`src/core/switch_route_pkg.sv`:
```
// Shared constants and types for the switch packet and event routing core
package switch_route_pkg;
	localparam int NPORTS = 4;
	localparam int PW = 2;
	localparam int TAGS = 32;
	localparam int TW = 5;
	localparam int STW = 11;

	// Register map: per-port block at port*16, global block above
	localparam logic [7:0] PORT_STRIDE = 8'h10;
	localparam logic [3:0] OFF_CFG = 4'h0;
	localparam logic [3:0] OFF_STATUS = 4'h4;
	localparam logic [7:0] ADDR_OUTSTANDING = 8'h40;

	// Config word fields
	localparam int CF_MASK = 0;
	localparam int CF_DEF = 4;
	localparam int CF_PRIM = 6;
	localparam int CF_MAMODE = 7;
	localparam int CF_SERR_BR = 8;
	localparam int CF_SERR_CMD = 9;
	localparam int CF_SLAVE = 10;
	localparam int CF_UNIT = 11;

	// Status word bits: primary status, secondary status, link error
	localparam int ST_RMA = 0;
	localparam int ST_RTA = 1;
	localparam int ST_STA = 2;
	localparam int ST_SSE = 3;
	localparam int SS_RMA = 4;
	localparam int SS_RTA = 5;
	localparam int SS_STA = 6;
	localparam int SS_RSE = 7;
	localparam int LE_EOC = 8;
	localparam int LE_HIEOC = 9;
	localparam int LE_RSPERR = 10;

	localparam logic [NPORTS-1:0] PRIMARY_RST = 4'h1;
	localparam logic [NPORTS-1:0] PMASK_RST = 4'hf;
	localparam logic [PW-1:0] DEFPORT_RST = 2'h0;

	typedef enum logic [2:0] {
		K_NPREQ = 3'b000,
		K_FLUSH = 3'b001,
		K_FENCE = 3'b010,
		K_RESP = 3'b011,
		K_BCAST = 3'b100,
		K_SYNC = 3'b101,
		K_RESET = 3'b110
	} pkt_kind_e;

	typedef struct packed {
		logic [PW-1:0] port;
		pkt_kind_e     kind;
		logic [TW-1:0] srcTag;
		logic [3:0]    seqId;
		logic [4:0]    unitId;
		logic          bridge;
		logic          err;
		logic          tgtAbort;
		logic          warm;
		logic [PW-1:0] dest;
		logic [31:0]   data;
	} pkt_s;

	typedef struct packed {
		logic          valid;
		logic [TW-1:0] origTag;
		logic [3:0]    seqId;
		logic [4:0]    unitId;
		logic [PW-1:0] port;
	} ost_s;

	// Field order matches the config word, most significant field first
	typedef struct packed {
		logic [4:0]        unitId;
		logic              actAsSlave;
		logic              serrCmd;
		logic              serrBridge;
		logic              maMode;
		logic              primary;
		logic [PW-1:0]     defPort;
		logic [NPORTS-1:0] mask;
	} port_cfg_s;
endpackage

```
`src/core/switch_packet_router.sv`:
```
// Packet and event routing core with outstanding request table
`timescale 1ns/1ps

module switch_packet_router (
	input  wire logic                                    ref_clk,
	input  wire logic                                    srst,
	input  wire logic                                    inValid,
	input  wire switch_route_pkg::pkt_s                  inPkt,
	output logic                                         inReady,
	output logic                                         outValid,
	output logic [switch_route_pkg::NPORTS-1:0]          outMask,
	output switch_route_pkg::pkt_s                       outPkt,
	output logic [switch_route_pkg::NPORTS-1:0]          floodMask,
	output logic [switch_route_pkg::NPORTS-1:0]          resetMask,
	output logic                                         resetWarm,
	output logic [switch_route_pkg::NPORTS-1:0]          secIfReset,
	input  wire logic [7:0]                              regAddr,
	input  wire logic [31:0]                             regWdata,
	input  wire logic                                    regWr,
	input  wire logic                                    regRd,
	output logic [31:0]                                  regRdata
);
	localparam int N = switch_route_pkg::NPORTS;
	localparam int PW = switch_route_pkg::PW;
	localparam int TW = switch_route_pkg::TW;
	localparam int STW = switch_route_pkg::STW;

	switch_route_pkg::port_cfg_s cfg [N];
	logic [STW-1:0]              status [N];
	switch_route_pkg::ost_s      table_q [switch_route_pkg::TAGS];

	////////////////////////////////////////////////////////////////////////
	// Partition and lookup helpers

	function automatic logic samePart(input logic [PW-1:0] a, input logic [PW-1:0] b);
		samePart = cfg[a].mask[b] && cfg[b].mask[a];
	endfunction

	function automatic logic [N-1:0] partSecondaries(input logic [PW-1:0] a);
		partSecondaries = '0;
		for (int q = 0; q < N; q++) begin
			partSecondaries[q] = samePart(a, PW'(q)) && !cfg[q].primary;
		end
	endfunction

	function automatic logic [N-1:0] oneHot(input logic [PW-1:0] p);
		oneHot = N'(1) << p;
	endfunction

	logic [N-1:0] primaryBits;
	logic [N-1:0] slaveBits;
	always_comb begin
		for (int q = 0; q < N; q++) begin
			primaryBits[q] = cfg[q].primary;
			slaveBits[q] = cfg[q].actAsSlave;
		end
	end

	// First free table slot; its index becomes the reassigned tag
	logic          tableFull;
	logic [TW-1:0] freeIdx;
	always_comb begin
		tableFull = 1'b1;
		freeIdx = '0;
		for (int i = switch_route_pkg::TAGS - 1; i >= 0; i--) begin
			if (!table_q[i].valid) begin
				tableFull = 1'b0;
				freeIdx = TW'(i);
			end
		end
	end

	////////////////////////////////////////////////////////////////////////
	// Routing decision

	logic                     inFire;
	logic                     up;
	logic [PW-1:0]            ing;
	switch_route_pkg::ost_s   hit;
	logic                     respOk;
	logic                     next_outValid;
	logic [N-1:0]             next_outMask;
	switch_route_pkg::pkt_s   next_outPkt;
	logic [N-1:0]             next_flood;
	logic [N-1:0]             next_reset;
	logic [N-1:0]             next_secReset;
	logic                     alloc;
	logic                     release_;
	logic [STW-1:0]           stSet [N];

	// Every packet waits while no tag is free, except the cycle after a last free slot other than 31 is taken
	assign inFire = inValid && inReady;
	assign ing = inPkt.port;
	assign up = !cfg[inPkt.port].primary;
	assign hit = table_q[inPkt.srcTag];

	always_comb begin
		logic [PW-1:0] e;
		logic          ma;
		logic          ta;
		e = hit.port;
		ma = inPkt.err && !inPkt.tgtAbort;
		ta = inPkt.err && inPkt.tgtAbort;
		next_outValid = 1'b0;
		next_outMask = '0;
		next_outPkt = inPkt;
		next_flood = '0;
		next_reset = '0;
		next_secReset = '0;
		alloc = 1'b0;
		release_ = 1'b0;
		respOk = 1'b0;
		for (int q = 0; q < N; q++) begin
			stSet[q] = '0;
		end
		if (inFire) begin
			unique case (inPkt.kind)
				switch_route_pkg::K_NPREQ: begin
					// Primary to primary never forwarded
					if (samePart(ing, inPkt.dest) &&
							!(cfg[ing].primary && cfg[inPkt.dest].primary)) begin
						alloc = 1'b1;
						next_outValid = 1'b1;
						next_outMask = oneHot(inPkt.dest);
						next_outPkt.srcTag = freeIdx;
					end
				end
				switch_route_pkg::K_FLUSH, switch_route_pkg::K_FENCE: begin
					if (up) begin
						if (samePart(ing, cfg[ing].defPort)) begin
							next_outValid = 1'b1;
							next_outMask = oneHot(cfg[ing].defPort);
						end
					end else if (inPkt.kind == switch_route_pkg::K_FLUSH) begin
						next_outValid = 1'b1;
						next_outMask = oneHot(ing);
						next_outPkt.kind = switch_route_pkg::K_RESP;
						next_outPkt.err = 1'b1;
						next_outPkt.tgtAbort = 1'b0;
					end else begin
						stSet[ing][switch_route_pkg::LE_EOC] = 1'b1;
					end
				end
				switch_route_pkg::K_RESP: begin
					if (up && inPkt.bridge) begin
						stSet[ing][switch_route_pkg::LE_HIEOC] = 1'b1;
					end else if (!up && (!inPkt.bridge || inPkt.unitId != cfg[ing].unitId)) begin
						stSet[ing][switch_route_pkg::LE_EOC] = 1'b1;
					end else if (!hit.valid) begin
						stSet[ing][switch_route_pkg::LE_RSPERR] = 1'b1;
					end else begin
						respOk = 1'b1;
						release_ = 1'b1;
						next_outValid = 1'b1;
						next_outMask = oneHot(e);
						next_outPkt.srcTag = hit.origTag;
						next_outPkt.seqId = hit.seqId;
						next_outPkt.unitId = hit.unitId;
						if (up && e != ing && (ta || (ma && cfg[ing].maMode))) begin
							if (cfg[e].primary) begin
								stSet[e][switch_route_pkg::SS_RTA] = 1'b1;
								stSet[e][switch_route_pkg::ST_STA] = 1'b1;
							end else begin
								stSet[e][switch_route_pkg::ST_RTA] = 1'b1;
								stSet[e][switch_route_pkg::SS_STA] = 1'b1;
							end
						end
						if (up && e != ing && ma) begin
							stSet[ing][switch_route_pkg::SS_RMA] = 1'b1;
							if (cfg[ing].maMode) begin
								stSet[ing][switch_route_pkg::ST_STA] = 1'b1;
								next_outPkt.tgtAbort = 1'b1;
							end else begin
								next_outPkt.err = 1'b0;
							end
						end
						if (up && e != ing && ta) begin
							stSet[ing][switch_route_pkg::SS_RTA] = 1'b1;
							stSet[ing][switch_route_pkg::ST_STA] = 1'b1;
						end
						if (!up && ma) begin
							stSet[ing][switch_route_pkg::ST_RMA] = 1'b1;
							if (cfg[ing].maMode) begin
								stSet[ing][switch_route_pkg::SS_STA] = 1'b1;
								stSet[e][switch_route_pkg::ST_RTA] = 1'b1;
								stSet[e][switch_route_pkg::SS_STA] = 1'b1;
								next_outPkt.tgtAbort = 1'b1;
							end else begin
								next_outPkt.err = 1'b0;
							end
						end
						if (!up && ta) begin
							stSet[ing][switch_route_pkg::ST_RTA] = 1'b1;
							stSet[ing][switch_route_pkg::SS_STA] = 1'b1;
							stSet[e][switch_route_pkg::ST_RTA] = 1'b1;
							stSet[e][switch_route_pkg::SS_STA] = 1'b1;
						end
					end
				end
				switch_route_pkg::K_BCAST: begin
					if (!up) begin
						next_outMask = partSecondaries(ing);
						next_outValid = |next_outMask;
					end
				end
				switch_route_pkg::K_SYNC: begin
					if (!up) begin
						next_flood = partSecondaries(ing);
					end else begin
						next_flood[ing] = 1'b1;
						stSet[ing][switch_route_pkg::SS_RSE] = 1'b1;
						if (cfg[ing].serrBridge && cfg[ing].serrCmd) begin
							stSet[ing][switch_route_pkg::ST_SSE] = 1'b1;
							for (int q = 0; q < N; q++) begin
								if (samePart(ing, PW'(q))) begin
									if (cfg[q].primary) begin
										stSet[q][switch_route_pkg::SS_RSE] = 1'b1;
										if (cfg[q].serrBridge && cfg[q].serrCmd) begin
											next_flood[q] = 1'b1;
											stSet[q][switch_route_pkg::ST_SSE] = 1'b1;
										end
									end else begin
										next_flood[q] = 1'b1;
									end
								end
							end
						end
					end
				end
				switch_route_pkg::K_RESET: begin
					if (!up) begin
						next_reset = partSecondaries(ing);
					end else begin
						next_secReset[ing] = 1'b1;
					end
				end
				default: begin
				end
			endcase
		end
	end

	////////////////////////////////////////////////////////////////////////
	// Outputs

	always_ff @(posedge ref_clk) begin
		if (srst) begin
			outValid <= 1'b0;
			outMask <= '0;
			outPkt <= '0;
			floodMask <= '0;
			resetMask <= '0;
			resetWarm <= 1'b0;
			secIfReset <= '0;
		end else begin
			outValid <= next_outValid;
			outMask <= next_outMask;
			outPkt <= next_outPkt;
			floodMask <= next_flood;
			resetMask <= next_reset;
			resetWarm <= inPkt.warm && (|next_reset);
			secIfReset <= next_secReset;
		end
	end

	always_ff @(posedge ref_clk) begin
		if (srst) begin
			inReady <= 1'b0;
		end else begin
			inReady <= !tableFull && !(alloc && freeIdx == TW'(switch_route_pkg::TAGS - 1));
		end
	end

	////////////////////////////////////////////////////////////////////////
	// Outstanding request table

	always_ff @(posedge ref_clk) begin
		if (srst) begin
			for (int i = 0; i < switch_route_pkg::TAGS; i++) begin
				table_q[i] <= '0;
			end
		end else begin
			for (int i = 0; i < switch_route_pkg::TAGS; i++) begin
				if (|next_secReset && table_q[i].valid && next_secReset[table_q[i].port]) begin
					table_q[i].valid <= 1'b0;
				end
			end
			if (release_) begin
				table_q[inPkt.srcTag].valid <= 1'b0;
			end
			if (alloc) begin
				table_q[freeIdx] <= '{valid: 1'b1, origTag: inPkt.srcTag, seqId: inPkt.seqId,
					unitId: inPkt.unitId, port: ing};
			end
		end
	end

	////////////////////////////////////////////////////////////////////////
	// Register port

	logic [5:0] outstanding;
	always_comb begin
		outstanding = '0;
		for (int i = 0; i < switch_route_pkg::TAGS; i++) begin
			outstanding = outstanding + 6'(table_q[i].valid);
		end
	end

	logic          selPort;
	logic [PW-1:0] regPort;
	assign selPort = regAddr < 8'(N * switch_route_pkg::PORT_STRIDE);
	assign regPort = regAddr[5:4];

	always_ff @(posedge ref_clk) begin
		if (srst) begin
			for (int q = 0; q < N; q++) begin
				cfg[q] <= '{mask: switch_route_pkg::PMASK_RST, defPort: switch_route_pkg::DEFPORT_RST,
					primary: switch_route_pkg::PRIMARY_RST[q], default: '0};
			end
		end else if (regWr && selPort && regAddr[3:0] == switch_route_pkg::OFF_CFG) begin
			cfg[regPort] <= regWdata[switch_route_pkg::CF_UNIT+4:0];
			// Secondary ports cannot act as slave
			cfg[regPort].actAsSlave <= regWdata[switch_route_pkg::CF_SLAVE] &&
				regWdata[switch_route_pkg::CF_PRIM];
		end
	end

	// Write one to clear; a set in the same cycle wins
	always_ff @(posedge ref_clk) begin
		for (int q = 0; q < N; q++) begin
			if (srst) begin
				status[q] <= '0;
			end else if (regWr && selPort && regPort == PW'(q) &&
					regAddr[3:0] == switch_route_pkg::OFF_STATUS) begin
				status[q] <= (status[q] & ~regWdata[STW-1:0]) | stSet[q];
			end else begin
				status[q] <= status[q] | stSet[q];
			end
		end
	end

	always_ff @(posedge ref_clk) begin
		if (srst) begin
			regRdata <= '0;
		end else if (regRd && selPort && regAddr[3:0] == switch_route_pkg::OFF_CFG) begin
			regRdata <= 32'(cfg[regPort]);
		end else if (regRd && selPort && regAddr[3:0] == switch_route_pkg::OFF_STATUS) begin
			regRdata <= 32'(status[regPort]);
		end else if (regRd && regAddr == switch_route_pkg::ADDR_OUTSTANDING) begin
			regRdata <= 32'(outstanding);
		end else begin
			regRdata <= '0;
		end
	end
endmodule

```
`config.mk`:
```
export PLATFORM = sky130hd
export DESIGN_NAME = switch_packet_router
export DESIGN_NICKNAME = d
export VERILOG_FILES = /design/src/core/switch_route_pkg.sv /design/src/core/switch_packet_router.sv
export SDC_FILE = /design/constraint.sdc
export NUM_CORES = 1
export LEC_CHECK = 0
export BUFFER_PORTS_ARGS = -buffer_cell sky130_fd_sc_hd__buf_2
export CAP_MARGIN = 20
export CORE_MARGIN = 3
export CORE_UTILIZATION = 55
export DETAILED_ROUTE_END_ITERATION = 10
export PLACE_DENSITY_LB_ADDON = 0.2
export SLEW_MARGIN = 20
export SYNTH_ARGS = -nofsm -noshare
export SYNTH_HDL_FRONTEND = slang
export SYNTH_SLANG_ARGS = --single-unit
```
`constraint.sdc`:
```
create_clock -name ref_clk -period 4.54 [get_ports ref_clk]
set_input_delay 1.135 -clock ref_clk [delete_from_list [all_inputs] [get_ports ref_clk]]
set_output_delay 1.135 -clock ref_clk [all_outputs]
set_load 0.05 [all_outputs]
```
==> metrics.md <==
| Metric | Value |
|---|---|
| TritonCTS buffer count | `80` |
| CP Cell Sequence | `fa_1, inv_2, fa_1, inv_2, fa_1, inv_1, fa_1, fa_1, fa_1, inv_2, ha_4, fa_2, a21o_1, a21oi_2, xnor2_1, nand2_1, a21oi_2` |
| Placed Area | `0.0402 sq mm` |
| Internal reg-to-reg setup slack | `-0.29 ns` |
| Fin Setup TNS | `-1.25 ns` |
| DR vias/cell | `6.30` |
| Final core occ | `64.5%` |
| H-tree depth | `3` |
| Reg2reg path depth | `17` |
| DP Worst Slack | `-0.343 ns` |
| Total power | `16.2 mW` |
| Vias | `24954` |
| Final Cycle Share | `106%` |
| Gpl congestion | `0.967` |
| Status | `complete, but fails checks` |
| Yosys reg bits | `744` |
| Sink Count | `744` |
| CTS clk-pin slew, worst paths | `0.06 ns` |
| Layout area overhead | `15.3%` |
| Top-count cell post-synth | `edfxtp_1` |
| Final WS setup | `-0.295 ns` |
| Ports | `210` |
| Hold_buf cts | `0` |
| DR iter-0 viols | `3145` |
| Crit path top cell by count | `fa_1` |
| Stages on the worst setup path | `17` |
| Die Height | `266 um` |
| Routed wire per std cell | `27.2 um` |
| PD cells | `380 mW/mm^2` |
| Max Cap Viol | `0` |
| Worst-margin pin slew | `0.995 ns` |
| Layout cell share with drive strength beyond 1 | `26.9%` |
| Post-synth top area share | `52.9%` |
| Top_reg_cell synth | `edfxtp_1` |
| Fin nets | `3166` |
| Worst setup EP type | `register` |
| Relative slew slack | `33.7%` |
| Dominant cells by area after synthesis | `edfxtp_1 (53%), mux4_2 (14%), and2_1 (6.9%), dfxtp_1 (5.0%), nor2_1 (2.0%)` |
| Static leakage | `16.0 nW` |
| Most instantiated cells after synthesis | `edfxtp_1 (652), and2_1 (406), mux4_2 (229)` |
| Crit-path max FO | `2` |
| FMAX | `207 MHz` |
| Netlist cell types | `86` |
| Async SR Flop Fraction | `0%` |
| Sequential share of the synthesized area | `57.8%` |
| Startpoint types | `register` |
| FF-to-FF End | `regRdata[4]` |
| Crit path DAT | `5.38 ns` |
| Clk_skew | `0.0371 ns` |
| Clk buf depth | `3` |
| Post-Syn Area | `0.0370 sq mm` |
| Post-route cell area | `0.0427 sq mm` |
| Critical Path Sink | `regRdata[4]` |
| Max VDD drop | `0.000318 V` |
| Number of enable flip-flop cells after synthesis | `652` |
| Row count | `94` |
| Antenna violations before repair | `4` |
| IO buf count | `177` |
| Latest clock arrival within the worst-skew pair | `0.64 ns` |
| Final Hold Fails | `0` |
| Vias in the first global route | `25402` |
| Slew Limit Fails | `0` |
| DRC viols | `0` |
| Worst path bufs/invs | `4` |
| Setup violations, final | `5` |
| RR Startpoint | `table_q[10][16]` |
| CTS root buffer | `clkbuf_16` |
| Diodes inserted | `0` |
| Die Span X | `266 um` |
| Cells after Synth | `2749` |
| CP delay by family, top | `adder cells` |
| Worst hold start | `status[1][0]` |
| DR pass1 iterations | `6` |
| Crit path required time | `5.08 ns` |
| Type of the worst setup path | `reg -> reg` |
| Total GRT Usage | `30.7%` |
| Ys Warns | `0` |
| Detail Placement HPWL | `76100 um` |
| Starting Density | `55.9%` |
| RSZ-0062 raised after global routing | `true` |
| Largest net degree at the start of global routing | `194` |
| TritonCTS clock tree | `done` |
| DRT Wirelength | `108000 um` |
| CP max stage cell | `fa_1` |
| Syn_area_per_cell | `13.5 sq um` |
| Antenna-violating nets left | `0` |
| Min Tclk post-route | `4.83 ns` |
| CP peak stage delay | `0.58 ns` |
| Die area | `0.0705 sq mm` |
| Grt ovf | `0` |
| Core Area | `0.0662 sq mm` |
| First-pass GRT wire length | `160000 um` |
| Area leader, netlist | `edfxtp_1` |
| Hold crit path type | `reg -> reg` |
| Failing checks | `negative setup slack` |
| Worst setup path start | `table_q[10][16]` |
## layer usage
| layer | track usage (%) | share of wire [%] | vias to the layer above |
|---|---|---|---|
| met2 | 47.7 | 47 | 1337 |
| met5 | 0 | 0.041 | - |
| met3 | 7.30 | 10 | 203 |
| met1 | 43.4 | 40 | 12690 |
| met4 | 10.3 | 3.2 | 6 |
| li1 | - | - | 10718 |
## layout by cell type, fill, tap and decap left out, types with 18 or more instances in the layout
master and count:
and2_1 406, a22oi_1 46, a21oi_1 37, or2_2 45, edfxtp_1 652, nor2_1 202
nor3_1 77, o21ai_0 58, a31oi_1 45, mux4_2 229, clkbuf_16 84, dfxtp_1 92
buf_4 184, inv_1 52, nand3_1 29, conb_1 60, buf_2 173, buf_12 33
nand2b_1 25, nand2_1 139, mux2i_1 59, nor2b_1 54, clkinv_2 18, fa_1 23
## timing repair
item	CTS	global route
pin swaps	9	3
resized for setup	5	4
setup buffers	1	1
setup endpoints to repair	6	6
## stage by stage
step | hold WS, ns | instances
3_5_place_dp | 0.590 | 3811
6_report | 0.606 | 3958
4_1_cts | 0.605 | 3957
2_1_floorplan | 0.545 | 2807
5_1_grt | 0.640 | 3958
3_3_place_gp | 0.575 | 3811
## worst reg2reg max path: cells and delay by family (launching register included)
family          cells  cell delay, ns
xor+xnor            1            0.14
fa+ha+maj           8            3.51
compound gates      3            0.42
simple gates        1            0.09
buf+inv             4            0.20
flops               1            0.42
## cell type report
cell class                 count  area [sq um]
clock buffer                 104          2210
multi-input combinational   1753         14500
inverter                      58           218
sequential                   744         21400
tap                          864          1080
timing repair buffer         394          2960
clock inverter                41           310
fill                        4856         23500
## where the power goes
part | leakage [nW] | switching, mW | internal [mW]
sequential | 7.44 | 0.114 | 7.67
clock | 1.23 | 2.72 | 3.56
combinational | 7.36 | 1.27 | 0.903
total | 16.0 | 4.10 | 12.1
## kinds of logic after synthesis
group | after synthesis | synth area share (%)
simple gates | 1057 | 15.4
flops | 744 | 57.8
other cells | 2 | 0.0203
fa+ha+maj | 33 | 1.60
buf+inv | 310 | 3.69
mux | 298 | 15.9
xor+xnor | 13 | 0.307
compound gates | 292 | 5.29
## registers in the layout (all words and copies together) (netlist names)
register,cells
regRdata,16
outPkt,57
secIfReset,4
inReady,1
outValid,1
resetMask,4
table_q,544
resetWarm,1
cfg,64
outMask,4
status,44
floodMask,4
## worst min path at each step
stage	end	depth (start not counted)	slack, ns
final	status[1][0]	2	0.61
after global routing	status[2][10]	2	0.64
after CTS	status[1][0]	2	0.60
after detailed placement	status[1][0]	2	0.59
after global placement	status[2][0]	2	0.58
after floorplan	status[3][5]	2	0.54
(Power assumes the default switching activity.)
